## config.mk

```make
export PLATFORM = sky130hd
export DESIGN_NAME = order_code_decoder
export DESIGN_NICKNAME = d
export VERILOG_FILES = /design/src/hdl/order_decode_pkg.sv /design/src/hdl/order_code_decoder.sv
export SDC_FILE = /design/constraint.sdc
export NUM_CORES = 1
export LEC_CHECK = 0
export BUFFER_PORTS_ARGS = -buffer_cell sky130_fd_sc_hd__buf_4
export CAP_MARGIN = 5
export CORE_MARGIN = 1.5
export CORE_UTILIZATION = 45
export CTS_CLUSTER_DIAMETER = 30
export DETAILED_ROUTE_END_ITERATION = 6
export PLACE_DENSITY = 0.73
export SYNTH_ARGS = -nofsm -noshare
export SYNTH_HDL_FRONTEND = slang
export SYNTH_SLANG_ARGS = --single-unit
```

## constraint.sdc

```tcl
create_clock -name CLK_SYS -period 9.1 [get_ports CLK_SYS]
set_clock_uncertainty 0.1 [all_clocks]
set_input_delay 0.91 -clock CLK_SYS [delete_from_list [all_inputs] [get_ports CLK_SYS]]
set_output_delay 0.91 -clock CLK_SYS [all_outputs]
set_load 0.01 [all_outputs]
```

## src/hdl/order_decode_pkg.sv

```systemverilog
// Constants and types for the order code decoder
package order_decode_pkg;
  // ****************************************
  // Clock and timing
  // ****************************************
  localparam int          CLK_HZ      = 20_000_000;
  localparam int          CYC_PER_US  = CLK_HZ / 1_000_000;
  localparam int          CNT_W       = 24;
  localparam logic [23:0] CYC_US      = 24'(CYC_PER_US);
  localparam logic [5:0]  T_LIT_US    = 6'h04;
  localparam logic [5:0]  T_MEM_US    = 6'h08;
  localparam logic [5:0]  T_STORE_US  = 6'h0c;
  localparam logic [5:0]  T_HIT_US    = 6'h10;
  localparam logic [5:0]  T_MISS_US   = 6'h0c;
  localparam logic [5:0]  T_STEP_US   = 6'h08;
  localparam logic [5:0]  T_MUL_US    = 6'h1c;
  localparam logic [5:0]  T_DIV_US    = 6'h33;
  // ****************************************
  // Register offsets
  // ****************************************
  localparam logic [7:0]  A_ORDER     = 8'h00;
  localparam logic [7:0]  A_OUTCOME   = 8'h04;
  localparam logic [7:0]  A_SRCH_LEN  = 8'h08;
  localparam logic [7:0]  A_INDIRECT  = 8'h0c;
  localparam logic [7:0]  A_STATUS    = 8'h10;
  localparam logic [7:0]  A_INDEX     = 8'h14;
  localparam logic [7:0]  A_MODULE    = 8'h18;
  localparam logic [7:0]  A_CYCLES    = 8'h1c;
  // ****************************************
  // Word fields
  // ****************************************
  localparam int F_PAR  = 24;
  localparam int F_OP   = 18;
  localparam int F_PX   = 15;
  localparam int F_IND  = 14;
  localparam int F_REP  = 13;
  localparam int F_MSEL = 12;
  localparam int F_MV   = 9;
  localparam int F_MORE = 15;
  localparam logic [15:0] SRCH_LEN_RST = 16'h0001;
  localparam logic [1:0]  RESP_OKAY    = 2'b00;
  localparam logic [1:0]  RESP_SLVERR  = 2'b10;
  // ****************************************
  // Types
  // ****************************************
  typedef enum logic [3:0] {
    C_NOP = 4'h0, C_ARITH = 4'h1, C_SEARCH = 4'h2, C_TEST = 4'h3,
    C_LOGIC = 4'h4, C_INDEX = 4'h5, C_STORE = 4'h6, C_DPREC = 4'h7,
    C_MULDIV = 4'h8, C_LOAD = 4'h9, C_BRANCH = 4'ha, C_ACCESS = 4'hb,
    C_IO = 4'hc
  } class_t;
  typedef enum logic [1:0] {
    S_IDLE = 2'b00, S_IND = 2'b01, S_EXEC = 2'b10
  } state_t;
endpackage

```

## src/hdl/order_code_decoder.sv

```systemverilog
// Order code decoder and sequencer with an AXI4-Lite register port
// Notes on behaviour
// [RQ1] Order 70 adds memory to A or C and stores back, 12 us.
// [RQ2] Order 71 subtracts memory from A or C and stores back, 12 us.
// [RQ3] Order 61 equality block search: 16+8(m-1) us hit, 12+8(m-1) miss.
// [RQ4] Orders 65 and 64 search greater or less, same timing.
// [RQ5] Search hit loads index with address, sets jump flag; miss clears it.
// [RQ6] Orders 01, 05, 04 compare register with literal in 4 us.
// [RQ7] Orders 21, 25, 24 compare register with memory in 8 us.
// [RQ8] Orders 35 and 34 clear or set bits from memory, 8 us.
// [RQ9] Orders 15 and 14 clear or set bits from literal, 4 us.
// [RQ10] Order 75 ANDs memory with register and stores back, 12 us.
// [RQ11] Order 63 tests or modifies memory index word, 12 us.
// [RQ12] Order 45 stores A, C or zeros in 8 us.
// [RQ13] Double precision 72, 73, 76, 55 take 12 us each.
// [RQ14] Multiply 33 takes 28 us, divide 32 takes 51 us.
// [RQ15] Orders 36, 37, 40 load or store registers in 8 us.
// [RQ16] Branches 03 and 02 take 4 us, 27 takes 8 us.
// [RQ17] Order 67 exchanges access controls in 12 us, 41 stores in 8.
// [RQ18] I/O orders 06, 07, 26 take 4 us; 22, 66 take 8 us.
// [RQ19] Indirect words carry 15-bit addresses, repeated for all levels.
// [RQ20] Memory select bit picks primary on 0, secondary on 1.
// [RQ21] Replace option substitutes word's module designator first.
// [RQ22] Words are 24 bits plus parity, one synchronous clock.
// [RQ23] Order code is six bits, sequenced for its cycle count.
// [RQ24] Unlisted orders act as 4 us no-operations; the code times unlisted orders 30 and 31 at 8 us.
`timescale 1ns/1ns
module order_code_decoder
  import order_decode_pkg::*;
(
  // Clock and reset
  input  wire logic        CLK_SYS,
  input  wire logic        RST,
  // AXI4-Lite write
  input  wire logic [7:0]  AWADDR,
  input  wire logic        AWVALID,
  output logic             AWREADY,
  input  wire logic [31:0] WDATA,
  input  wire logic [3:0]  WSTRB,
  input  wire logic        WVALID,
  output logic             WREADY,
  output logic [1:0]       BRESP,
  output logic             BVALID,
  input  wire logic        BREADY,
  // AXI4-Lite read
  input  wire logic [7:0]  ARADDR,
  input  wire logic        ARVALID,
  output logic             ARREADY,
  output logic [31:0]      RDATA,
  output logic [1:0]       RRESP,
  output logic             RVALID,
  input  wire logic        RREADY,
  // Condition pins
  input  wire logic        EXT_JUMP,
  input  wire logic        PROG_CTL,
  // Access state
  output logic             ORDER_BUSY,
  output logic             MEM_SECONDARY,
  output logic [2:0]       MEM_MODULE,
  output logic [14:0]      ACCESS_ADDR
);
  // ****************************************
  // Decode functions
  // ****************************************
  function automatic class_t order_class(input logic [5:0] op);
    unique case (op)
      6'o70, 6'o71, 6'o30, 6'o31,
      6'o10, 6'o11:               order_class = C_ARITH;
      6'o61, 6'o65, 6'o64:        order_class = C_SEARCH;
      6'o01, 6'o05, 6'o04,
      6'o21, 6'o25, 6'o24:        order_class = C_TEST;
      6'o35, 6'o34, 6'o15,
      6'o14, 6'o75:               order_class = C_LOGIC;
      6'o63, 6'o77:               order_class = C_INDEX;
      6'o45, 6'o40:               order_class = C_STORE;
      6'o72, 6'o73, 6'o76, 6'o55: order_class = C_DPREC;
      6'o33, 6'o32:               order_class = C_MULDIV;
      6'o36, 6'o37:               order_class = C_LOAD;
      6'o03, 6'o02, 6'o27:        order_class = C_BRANCH;
      6'o67, 6'o41:               order_class = C_ACCESS;
      6'o06, 6'o07, 6'o22,
      6'o66, 6'o26:               order_class = C_IO;
      default:                    order_class = C_NOP;
    endcase
  endfunction

  function automatic logic [5:0] order_us(input logic [5:0] op);
    unique case (op)
      6'o70, 6'o71:               order_us = T_STORE_US; // RQ1 RQ2
      6'o01, 6'o05, 6'o04:        order_us = T_LIT_US;   // RQ6
      6'o21, 6'o25, 6'o24:        order_us = T_MEM_US;   // RQ7
      6'o35, 6'o34:               order_us = T_MEM_US;   // RQ8
      6'o15, 6'o14:               order_us = T_LIT_US;   // RQ9
      6'o75:                      order_us = T_STORE_US; // RQ10
      6'o63, 6'o77:               order_us = T_STORE_US; // RQ11
      6'o45:                      order_us = T_MEM_US;   // RQ12
      6'o72, 6'o73, 6'o76, 6'o55: order_us = T_STORE_US; // RQ13
      6'o33:                      order_us = T_MUL_US;   // RQ14
      6'o32:                      order_us = T_DIV_US;   // RQ14
      6'o36, 6'o37, 6'o40:        order_us = T_MEM_US;   // RQ15
      6'o03, 6'o02:               order_us = T_LIT_US;   // RQ16
      6'o27:                      order_us = T_MEM_US;   // RQ16
      6'o67:                      order_us = T_STORE_US; // RQ17
      6'o41:                      order_us = T_MEM_US;   // RQ17
      6'o06, 6'o07, 6'o26:        order_us = T_LIT_US;   // RQ18
      6'o22, 6'o66:               order_us = T_MEM_US;   // RQ18
      6'o30, 6'o31:               order_us = T_MEM_US;
      default:                    order_us = T_LIT_US;   // RQ24
    endcase
  endfunction

  function automatic logic [31:0] merge(input logic [31:0] old,
                                        input logic [31:0] nw,
                                        input logic [3:0]  strb);
    merge = old;
    for (int b = 0; b < 4; b++) begin
      if (strb[b]) begin
        merge[8*b +: 8] = nw[8*b +: 8];
      end
    end
  endfunction

  // ****************************************
  // Declarations
  // ****************************************
  state_t             state_q;
  logic [24:0]        word_q;
  logic [15:0]        outcome_q;
  logic [15:0]        srch_len_q;
  logic [CNT_W-1:0]   cnt_q;
  logic [CNT_W-1:0]   exec_len_q;
  logic [14:0]        index_q;
  logic [2:0]         prim_mod_q;
  logic [2:0]         sec_mod_q;
  logic               ijf_q;
  logic               taken_q;
  logic               par_err_q;
  logic [1:0][2:0]    sync_q;
  logic [1:0]         pin_q;
  logic               aw_hold_q;
  logic               w_hold_q;
  logic [7:0]         awaddr_q;
  logic [31:0]        wdata_q;
  logic [3:0]         wstrb_q;
  logic [1:0]         bresp_d;
  logic               wr_go;
  logic [31:0]        wval;
  logic [31:0]        rd_d;
  logic               rd_hit;
  logic               start;
  logic               go_exec;
  logic               fin;
  logic [5:0]         op;
  class_t             cls;
  logic [19:0]        exec_us;
  logic [CNT_W-1:0]   exec_cyc;
  logic               cond;
  logic [31:0]        order_w;
  logic [5:0]         exec_op;

  assign op      = word_q[F_OP +: 6];  // RQ23
  assign cls     = order_class(op);
  // New order is timed from the word being written, not the last one
  assign order_w = merge({7'h0, word_q}, wdata_q, wstrb_q);
  assign exec_op = state_q == S_IDLE ? order_w[F_OP +: 6] : op; // RQ23
  assign wr_go   = aw_hold_q && w_hold_q && !BVALID;
  assign start   = wr_go && awaddr_q == A_ORDER && state_q == S_IDLE;
  assign fin     = state_q == S_EXEC && cnt_q == '0;
  assign go_exec = wr_go && awaddr_q == A_INDIRECT && state_q == S_IND
                   && !wval[F_MORE];

  // ****************************************
  // Execution time
  // ****************************************
  always_comb begin
    exec_us = 20'(order_us(exec_op));
    if (order_class(exec_op) == C_SEARCH) begin
      // Timing needs the outcome first, so it is written before the order
      exec_us = 20'(outcome_q[15] ? T_HIT_US : T_MISS_US)
                + 20'(T_STEP_US) * 20'(srch_len_q - 16'h0001); // RQ3 RQ4
    end
    exec_cyc = CNT_W'(exec_us) * CYC_US; // RQ23
  end

  // ****************************************
  // Pin synchronisers
  // ****************************************
  for (genvar i = 0; i < 2; i++) begin : g_sync
    always_ff @(posedge CLK_SYS or posedge RST) begin
      if (RST) begin
        sync_q[i] <= 3'h0;
        pin_q[i]  <= 1'b0;
      end else begin
        sync_q[i] <= {sync_q[i][1:0], i == 0 ? EXT_JUMP : PROG_CTL};
        if (sync_q[i][1] == sync_q[i][2]) begin
          pin_q[i] <= sync_q[i][2];
        end
      end
    end
  end

  // ****************************************
  // AXI write channels
  // ****************************************
  always_ff @(posedge CLK_SYS or posedge RST) begin
    if (RST) begin
      aw_hold_q <= 1'b0;
      w_hold_q  <= 1'b0;
      AWREADY   <= 1'b0;
      WREADY    <= 1'b0;
      BVALID    <= 1'b0;
      awaddr_q  <= 8'h00;
      wdata_q   <= 32'h0;
      wstrb_q   <= 4'h0;
    end else begin
      if (AWVALID && AWREADY) begin
        aw_hold_q <= 1'b1;
        awaddr_q  <= AWADDR;
        AWREADY   <= 1'b0;
      end else if (wr_go) begin
        aw_hold_q <= 1'b0;
        AWREADY   <= 1'b1;
      end else begin
        AWREADY   <= !aw_hold_q;
      end
      if (WVALID && WREADY) begin
        w_hold_q <= 1'b1;
        wdata_q  <= WDATA;
        wstrb_q  <= WSTRB;
        WREADY   <= 1'b0;
      end else if (wr_go) begin
        w_hold_q <= 1'b0;
        WREADY   <= 1'b1;
      end else begin
        WREADY   <= !w_hold_q;
      end
      if (wr_go) begin
        BVALID <= 1'b1;
      end else if (BREADY) begin
        BVALID <= 1'b0;
      end
    end
  end

  always_comb begin
    unique case (awaddr_q)
      A_ORDER, A_OUTCOME, A_SRCH_LEN,
      A_INDIRECT, A_MODULE: bresp_d = RESP_OKAY;
      default:              bresp_d = RESP_SLVERR;
    endcase
    wval = merge(rd_d, wdata_q, wstrb_q);
  end

  always_ff @(posedge CLK_SYS or posedge RST) begin
    if (RST) begin
      BRESP <= RESP_OKAY;
    end else if (wr_go) begin
      BRESP <= bresp_d;
    end
  end

  // ****************************************
  // Software registers
  // ****************************************
  always_ff @(posedge CLK_SYS or posedge RST) begin
    if (RST) begin
      word_q     <= 25'h0;
      outcome_q  <= 16'h0;
      srch_len_q <= SRCH_LEN_RST;
      par_err_q  <= 1'b0;
    end else if (wr_go) begin
      if (start) begin
        word_q    <= wval[24:0];
        // Odd parity over the word and its check bit
        par_err_q <= !(^wval[F_PAR:0]); // RQ22
      end
      if (awaddr_q == A_OUTCOME) begin
        outcome_q <= wval[15:0];
      end
      if (awaddr_q == A_SRCH_LEN && wval[15:0] != 16'h0) begin
        srch_len_q <= wval[15:0];
      end
    end
  end

  // ****************************************
  // Sequencer
  // ****************************************
  always_ff @(posedge CLK_SYS or posedge RST) begin
    if (RST) begin
      state_q    <= S_IDLE;
      cnt_q      <= '0;
      exec_len_q <= '0;
      ORDER_BUSY <= 1'b0;
    end else begin
      unique case (state_q)
        S_IDLE: begin
          if (start) begin
            ORDER_BUSY <= 1'b1;
            state_q    <= wval[F_IND] ? S_IND : S_EXEC; // RQ19
            cnt_q      <= exec_cyc - CNT_W'(1);
            exec_len_q <= '0;
          end
        end
        S_IND: begin
          if (go_exec) begin
            state_q <= S_EXEC; // RQ19
            cnt_q   <= exec_cyc - CNT_W'(1);
          end
        end
        S_EXEC: begin
          exec_len_q <= exec_len_q + CNT_W'(1);
          cnt_q      <= cnt_q - CNT_W'(1); // RQ23
          if (fin) begin
            state_q    <= S_IDLE;
            ORDER_BUSY <= 1'b0;
          end
        end
        default: state_q <= S_IDLE;
      endcase
    end
  end

  // ****************************************
  // Addressing and module choice
  // ****************************************
  always_ff @(posedge CLK_SYS or posedge RST) begin
    if (RST) begin
      ACCESS_ADDR   <= 15'h0;
      MEM_SECONDARY <= 1'b0;
      MEM_MODULE    <= 3'h0;
      prim_mod_q    <= 3'h0;
      sec_mod_q     <= 3'h0;
    end else if (start) begin
      ACCESS_ADDR   <= {3'h0, wval[11:0]};
      MEM_SECONDARY <= wval[F_MSEL]; // RQ20
      if (wval[F_REP]) begin
        // Designator replaces the module of the selected memory
        if (wval[F_MSEL]) begin
          sec_mod_q <= wval[F_MV +: 3]; // RQ21
        end else begin
          prim_mod_q <= wval[F_MV +: 3]; // RQ21
        end
        MEM_MODULE <= wval[F_MV +: 3]; // RQ21
      end else begin
        MEM_MODULE <= wval[F_MSEL] ? sec_mod_q : prim_mod_q; // RQ20
      end
    end else if (wr_go && awaddr_q == A_INDIRECT && state_q == S_IND) begin
      ACCESS_ADDR <= wval[14:0]; // RQ19
    end else if (wr_go && awaddr_q == A_MODULE && state_q == S_IDLE) begin
      prim_mod_q <= wval[2:0];
      sec_mod_q  <= wval[5:3];
    end
  end

  // ****************************************
  // Completion effects
  // ****************************************
  always_comb begin
    unique case (word_q[1:0])
      2'b00:   cond = ijf_q;
      2'b01:   cond = !ijf_q;
      2'b10:   cond = pin_q[0];
      default: cond = pin_q[1];
    endcase
  end

  always_ff @(posedge CLK_SYS or posedge RST) begin
    if (RST) begin
      index_q <= 15'h0;
      ijf_q   <= 1'b0;
      taken_q <= 1'b0;
    end else if (fin) begin
      if (cls == C_SEARCH) begin
        ijf_q <= outcome_q[15]; // RQ5
        if (outcome_q[15]) begin
          index_q <= outcome_q[14:0]; // RQ5
        end
      end else if (cls == C_TEST) begin
        ijf_q <= outcome_q[15];
      end
      if (op == 6'o02) begin
        taken_q <= 1'b1; // RQ16
      end else if (op == 6'o03) begin
        taken_q <= cond; // RQ16
      end else if (op == 6'o27) begin
        taken_q <= outcome_q[15];
      end
    end
  end

  // ****************************************
  // AXI read channel
  // ****************************************
  always_comb begin
    rd_hit = 1'b1;
    unique case (ARVALID && ARREADY ? ARADDR : awaddr_q)
      A_ORDER:    rd_d = {7'h0, word_q};
      A_OUTCOME:  rd_d = {16'h0, outcome_q};
      A_SRCH_LEN: rd_d = {16'h0, srch_len_q};
      A_INDIRECT: rd_d = {17'h0, ACCESS_ADDR};
      A_STATUS:   rd_d = {14'h0, op, 4'(cls), 2'h0,
                          state_q == S_IND, par_err_q, taken_q,
                          pin_q[0], ijf_q, ORDER_BUSY};
      A_INDEX:    rd_d = {17'h0, index_q};
      A_MODULE:   rd_d = {26'h0, sec_mod_q, prim_mod_q};
      A_CYCLES:   rd_d = 32'(cnt_q);
      default: begin
        rd_d   = 32'h0;
        rd_hit = 1'b0;
      end
    endcase
  end

  always_ff @(posedge CLK_SYS or posedge RST) begin
    if (RST) begin
      ARREADY <= 1'b0;
      RVALID  <= 1'b0;
      RDATA   <= 32'h0;
      RRESP   <= RESP_OKAY;
    end else if (ARVALID && ARREADY) begin
      ARREADY <= 1'b0;
      RVALID  <= 1'b1;
      RDATA   <= rd_d;
      RRESP   <= rd_hit ? RESP_OKAY : RESP_SLVERR;
    end else if (RVALID && RREADY) begin
      RVALID  <= 1'b0;
      ARREADY <= 1'b1;
    end else if (!RVALID) begin
      ARREADY <= 1'b1;
    end
  end

  // Busy length counted apart from the sequencer's own counter
  logic [15:0] busy_len_q;
  always_ff @(posedge CLK_SYS or posedge RST) begin
    if (RST) begin
      busy_len_q <= 16'h0;
    end else if (start) begin
      busy_len_q <= 16'h0;
    end else if (ORDER_BUSY) begin
      busy_len_q <= busy_len_q + 16'h1;
    end
  end
endmodule

```

==> After elaboration in Yosys (flattened, before gate mapping) <==
Memories as Yosys holds them, arrays and structs flattened.
Index checks and enable logic that the tools add are counted.
{ "op_classes": {"n_addsub": 4, "n_mul": 1, "eq_ne": 31, "muxes": 58, "reduce_logical": 51} }
{ "ops": {"columns": ["operator", "count"], "rows": [
  ["25-bit one-hot mux with 8 select lines", 1],
  ["24-bit one-hot mux with 3 select lines", 1],
  ["24-bit two-way mux", 2],
  ["24-bit by 1-bit subtractor with 24-bit output (second input constant)", 2],
  ["8-bit by 5-bit == test with 1-bit output (second input constant)", 5],
  ["8-bit two-way mux", 5],
  ["3-bit two-way mux", 12],
  ["8-bit by 4-bit == test with 1-bit output (second input constant)", 4],
  ["15-bit two-way mux", 2],
  ["25-bit XOR reduction", 1],
  ["24-bit logical NOT", 1],
  ["1-bit two-way mux", 23],
  ["20-bit by 3-bit multiplier with 22-bit output (second input constant)", 1],
  ["5-bit by 20-bit adder with 20-bit output", 1],
  ["20-bit two-way mux", 1],
  ["16-bit by 1-bit subtractor with 17-bit output (second input constant)", 1],
  ["8-bit by 3-bit == test with 1-bit output (second input constant)", 2],
  ["8-bit logical NOT", 2],
  ["16-bit nonzero test", 1],
  ["2-bit nonzero test", 8],
  ["1-bit logical AND", 15],
  ["2-bit != test (second input constant)", 7],
  ["4-bit by 2-bit == test with 1-bit output (second input constant)", 3],
  ["6-bit by 2-bit == test with 1-bit output (second input constant)", 2],
  ["19 further kinds", 42]
]} }
{ "totals": {"regBits": 215, "romBits": 896, "in_bits": 61, "word_cells": 180, "mem_count": 3} }
{ "memory_table": {"columns": ["memory", "words", "word_bits", "read_ports", "rd_ports_with_merged_regs", "write_ports", "line", "text"], "rows": [
  ["(no name shown)", 64, 6, 1, 0, 0, "order_code_decoder.sv:88", "unique case (op)"],
  ["(no name shown)", 64, 4, 1, 0, 0, "order_code_decoder.sv:66", "unique case (op)"],
  ["(no name shown)", 64, 4, 1, 0, 0, "order_code_decoder.sv:66", null]
]} }

==> Logic depth before layout (Yosys ltp) <==
{ "logic_depth": {"word_depth": 9, "mapped_depth": 29} }

==> Least setup slack after synthesis <==
No wires, ideal clock.
{ "synth_path": {"path_type": "register -> register", "start": "reg state_q[1]", "end": "reg cnt_q[23]", "setup_ns": 0.127, "arrival_ns": 5.853, "setup_slack_ns": 3.021, "path_stages_with_launch": 29, "n_path_buf": 3, "cell_sequence": "dfrtp_1 -> clkbuf_8 -> nor3b_2 -> buf_6 -> nor2_1 -> a21oi_1 -> inv_1 -> ha_1 -> inv_1 -> nor2_1 -> a2111oi_0 -> o21bai_1 -> a32o_1 -> buf_4 -> o21a_1 -> ha_1 -> ha_1 -> inv_1 -> fa_1 -> nor2b_1 -> o31ai_4 -> a311o_1 -> o21ai_0 -> xor2_1 -> or3_1 -> nor4_1 -> nor3b_2 -> xnor2_1 -> o22ai_2"} }
{ "synth_via": {"elab_chain_len": 9, "word_cells_on_any_way": 20} }
{ "synth_rtl": {"columns": ["item", "line", "text"], "rows": [
  ["from (decl)", "order_code_decoder.sv:126", "state_t state_q;"],
  ["from (signal assigned)", "order_code_decoder.sv:300", "state_q <= wval[F_IND] ? S_IND : S_EXEC;"],
  ["2-bit logical NOT", "order_code_decoder.sv:165, order_code_decoder.sv:167, order_code_decoder.sv:296", null],
  ["6-bit two-way mux", "order_code_decoder.sv:165", "assign exec_op = state_q == S_IDLE ? order_w[F_OP +: 6] : op;"],
  ["memory read 64 x 4 bit", null, null],
  ["4-bit by 2-bit == test with 1-bit output", "order_code_decoder.sv:177", "if (order_class(exec_op) == C_SEARCH) begin"],
  ["20-bit two-way mux", "order_code_decoder.sv:177", null],
  ["20-bit by 3-bit multiplier with 22-bit output", "order_code_decoder.sv:182", "exec_cyc = CNT_W'(exec_us) * CYC_US;"],
  ["24-bit by 1-bit subtractor with 24-bit output", "order_code_decoder.sv:301, order_code_decoder.sv:308", null],
  ["24-bit two-way mux, on equally long branches", "order_code_decoder.sv:306, order_code_decoder.sv:298", null],
  ["24-bit one-hot mux with 3 select lines", "order_code_decoder.sv:296", "unique case (state_q)"],
  ["to (signal assigned)", "order_code_decoder.sv:301", "cnt_q <= exec_cyc - CNT_W'(1);"],
  ["to (signal assigned)", "order_code_decoder.sv:308", "cnt_q <= exec_cyc - CNT_W'(1);"],
  ["to (signal assigned)", "order_code_decoder.sv:313", "cnt_q <= cnt_q - CNT_W'(1);"],
  ["to (decl)", "order_code_decoder.sv:130", "logic [CNT_W-1:0] cnt_q;"]
]} }
Parallel ways exist; a longest one is shown, timed or not. The select of a mux whose other input is x is not followed.
A chain may end at the register's enable or synchronous reset.

==> Worst setup path in the final report <==
{ "layout_path": {"start": "reg wstrb_q[2]", "end": "reg cnt_q[23]"} }
{ "layout_via": {"elab_chain_len": 9, "word_cells_on_any_way": 11} }
{ "layout_rtl": {"columns": ["item", "line", "text"], "rows": [
  ["from (decl)", "order_code_decoder.sv:144", "logic [3:0] wstrb_q;"],
  ["from (signal assigned)", "order_code_decoder.sv:214", "wstrb_q <= 4'h0;"],
  ["from (signal assigned)", "order_code_decoder.sv:229", "wstrb_q <= WSTRB;"],
  ["8-bit two-way mux (*)", "order_code_decoder.sv:117", "if (strb[b]) begin"],
  ["6-bit two-way mux (*)", "order_code_decoder.sv:165", null],
  ["memory read 64 x 4 bit", null, null],
  ["4-bit by 2-bit == test with 1-bit output", "order_code_decoder.sv:177", null],
  ["20-bit two-way mux (*)", "order_code_decoder.sv:177", null],
  ["20-bit by 3-bit multiplier with 22-bit output (*)", "order_code_decoder.sv:182", null],
  ["24-bit by 1-bit subtractor with 24-bit output (*)", "order_code_decoder.sv:301, order_code_decoder.sv:308", null],
  ["24-bit two-way mux, on equally long branches", "order_code_decoder.sv:306, order_code_decoder.sv:298", null],
  ["24-bit one-hot mux with 3 select lines (*)", "order_code_decoder.sv:296", null]
]} }
Every way passes the cells marked *; elsewhere a longest branch is shown, timed or not. The select of a mux whose other input is x is not followed.

==> impl_metrics.tcl <==
set metrics [dict create \
    first_pass_iters 7 \
    timing.final.crit_share_pct 83.8 \
    timing.rr.start "wstrb_q[2]$_DFFE_PP0P_" \
    initialDrtViolationCount 1263 \
    hold_path_class "register to register" \
    r2r-end "cnt_q[23]$_DFFE_PP0P_" \
    clkTransAtPathRegs_ps 50 \
    violations "DRC" \
    netlist.area_leader.share_pct 38.4 \
    fmax_mhz 131 \
    cap_violations 0 \
    cp-start-kind "register" \
    synth.avg_cell_area_um2 9.40 \
    postCtsSetupRepairBufs 0 \
    cts_resized 0 \
    vias_per_cell 6.02 \
    finalHoldViolCount 0 \
    cts_root_buf "clkbuf_16" \
    core_um2 28900 \
    die_h_um 175 \
    crit_start "wstrb_q[2]$_DFFE_PP0P_" \
    r2r_cells 26 \
    area_growth_pct 17.6 \
    die_w_um 175 \
    dieArea_um2 30700 \
    synth-edff-count 0 \
    hold_end "sync_q[1]$_DFF_PP0_" \
    end_kind "register" \
    layout.nets 1625 \
    synth_top_flop_cell "dfrtp_1" \
    grt_max_degree 155 \
    drv_slew 0 \
    power_density_nw_per_um2 277 \
    grt_pass1_wl_um 61300 \
    cts_max_path_buffers 3 \
    antenna_cells 0 \
    min_path_cells 0 \
    drt-wirelength-per-cell_um 20.1 \
    rsz0062_at_grt "no" \
    clkSinkCount 206 \
    min_period_ps 7630 \
    vias 11532 \
    detail-route-antenna-nets 0 \
    fin_hold_ws_ps 248 \
    netlist_instances 1419 \
    final_core_util_pct 54.2 \
    grt_pass1_vias 11316 \
    row_count 62 \
    power.total_mw 4.34 \
    cts_hold_buf 0 \
    port_buffers 105 \
    initial_core_util_pct 46.1 \
    status "finished, violations left" \
    grt_util_all_layers_pct 24.9 \
    layout_commonest_cell "dfrtp_1" \
    tritoncts "yes" \
    timing.slew.headroom_pct 27.4 \
    r2r_setup_slack_ps 1470 \
    final.fill_count 2526 \
    multiInputGateArea_um2 7590 \
    slowest_stage "a32o_1" \
    yosys-top-cells-area "dfrtp_1 38%, ha_1 5.6%, mux2_2 5.1%" \
    ys.warnings.count 0 \
    ir_worst_vdd_uv 279 \
    slowest_delay_ps 750 \
    synth.ff_latch_count 206 \
    dpl.hpwl_um 27600 \
    clk_latency_ps 520 \
    setup_viol 0 \
    gr-total-overflow 0 \
    yosysSeqAreaShare_pct 38.6 \
    drc 31 \
    seqCellArea_um2 5160 \
    synth_top_cell_by_area "dfrtp_1" \
    gp_congestion 0.882 \
    leakage_nw 7.14 \
    synth.distinct_cells 106 \
    layout_common_cells "205 x dfrtp_1, 180 x nand2_1, 132 x o21ai_0" \
    wirelength_um 38500 \
    critical_path_class "register to register" \
    worstHoldStart "sync_q[0]$_DFF_PP0_" \
    cts-buffers-inserted 39 \
    async_reset_ff_share_pct 100 \
    synthesis.area_um2 13300 \
    setup_tns_ps 0 \
    layout-drive-gt1-share_pct 20.3 \
    ctsHtreeMaxLevel 2 \
    antenna_found_initial 0 \
    cp.required_ps 9380 \
    worstPathMaxFanout 19 \
    tightest_slew_ps 1090 \
    crit_arrival_ps 7910 \
    ioPinCount 122 \
]
==> cells in the mapped netlist (all sizes together), types with 6 or more instances <==
cell    count
and3        8
nor2       85
buf        42
nand2b     11
a211oi      6
a22oi      23
a21oi      69
a221oi      6
nor3       36
o21ai     139
inv        48
mux2i      51
and2        8
dfrtp     205
a31oi      13
nor4       12
or3        10
nand3      35
nand4      11
xor2       20
ha         60
a222oi     13
mux2       72
o211ai      8
nand3b      6
xnor2      64
nor3b       7
nand2     182
clkbuf     44
a22o       22
==> state kept, by name, indices dropped and copies added (netlist names), 8 cells and up <==
signal       cells
RDATA           25
wdata_q         25
word_q          25
cnt_q           24
outcome_q       16
srch_len_q      16
ACCESS_ADDR     15
index_q         15
awaddr_q         8
==> worst max path at each step <==
stage	to	slack, ps	cells past startpoint
6_report	cnt_q[23]$_DFFE_PP0P_	1470	26
3_3_place_gp	cnt_q[23]$_DFFE_PP0P_	1710	26
5_1_grt	cnt_q[23]$_DFFE_PP0P_	890	26
3_5_place_dp	cnt_q[23]$_DFFE_PP0P_	1610	26
4_1_cts	cnt_q[23]$_DFFE_PP0P_	1580	26
2_1_floorplan	ACCESS_ADDR[0]$_DFFE_PP0P_	2470	1
==> area by class of cell <==
type / instances / area share, %
clock buffers: 45 / 6.68
clock inverters: 26 / 2.04
inverters: 50 / 1.24
multi-input cells: 1085 / 48.4
flip-flops and latches: 206 / 32.9
well taps: 384 / 3.06
repair buffers: 120 / 5.74
==> metal layers <==
metal | wire [um] | track usage (%) | vias up
li1 | - | - | 5311
met4 | 923 | 6.77 | 0
met2 | 18200 | 40.7 | 465
met1 | 16400 | 34.4 | 5679
met3 | 2920 | 3.85 | 77
met5 | 0 | 0 | -
==> stage by stage <==
stage	cells	instance area, um^2	setup slack [ps]
CTS	1916	15700	1580
floorplan	1427	13400	2470
detailed placement	1845	14300	1610
global route	1916	15700	888
global placement	1845	14300	1710
finish	1916	15700	1470
==> where the power goes <==
group	switching [mW]	internal (mW)	leakage [nW]
clock	0.518	0.980	0.661
sequential	0.197	1.08	2.27
combinational	0.886	0.678	4.21
==> cells by family after synthesis <==
kind of cell	synth area share [%]
AO/OA/AOI/OAI	17.8
XOR/XNOR	5.51
adder cells (fa/ha/maj)	6.08
buffers and inverters	4.80
flip-flops	38.6
multiplexers	10.4
other	0.0281
AND/OR/NAND/NOR	16.7
==> critical path: cells and delay by family (launching register included) <==
kind / cells / cell delay, ps
AO/OA/AOI/OAI: 9 / 2880
XOR/XNOR: 2 / 340
adder cells (fa/ha/maj): 4 / 1170
buffers and inverters: 4 / 620
flip-flops: 1 / 650
AND/OR/NAND/NOR: 7 / 1700
(Power assumes the default switching activity.)
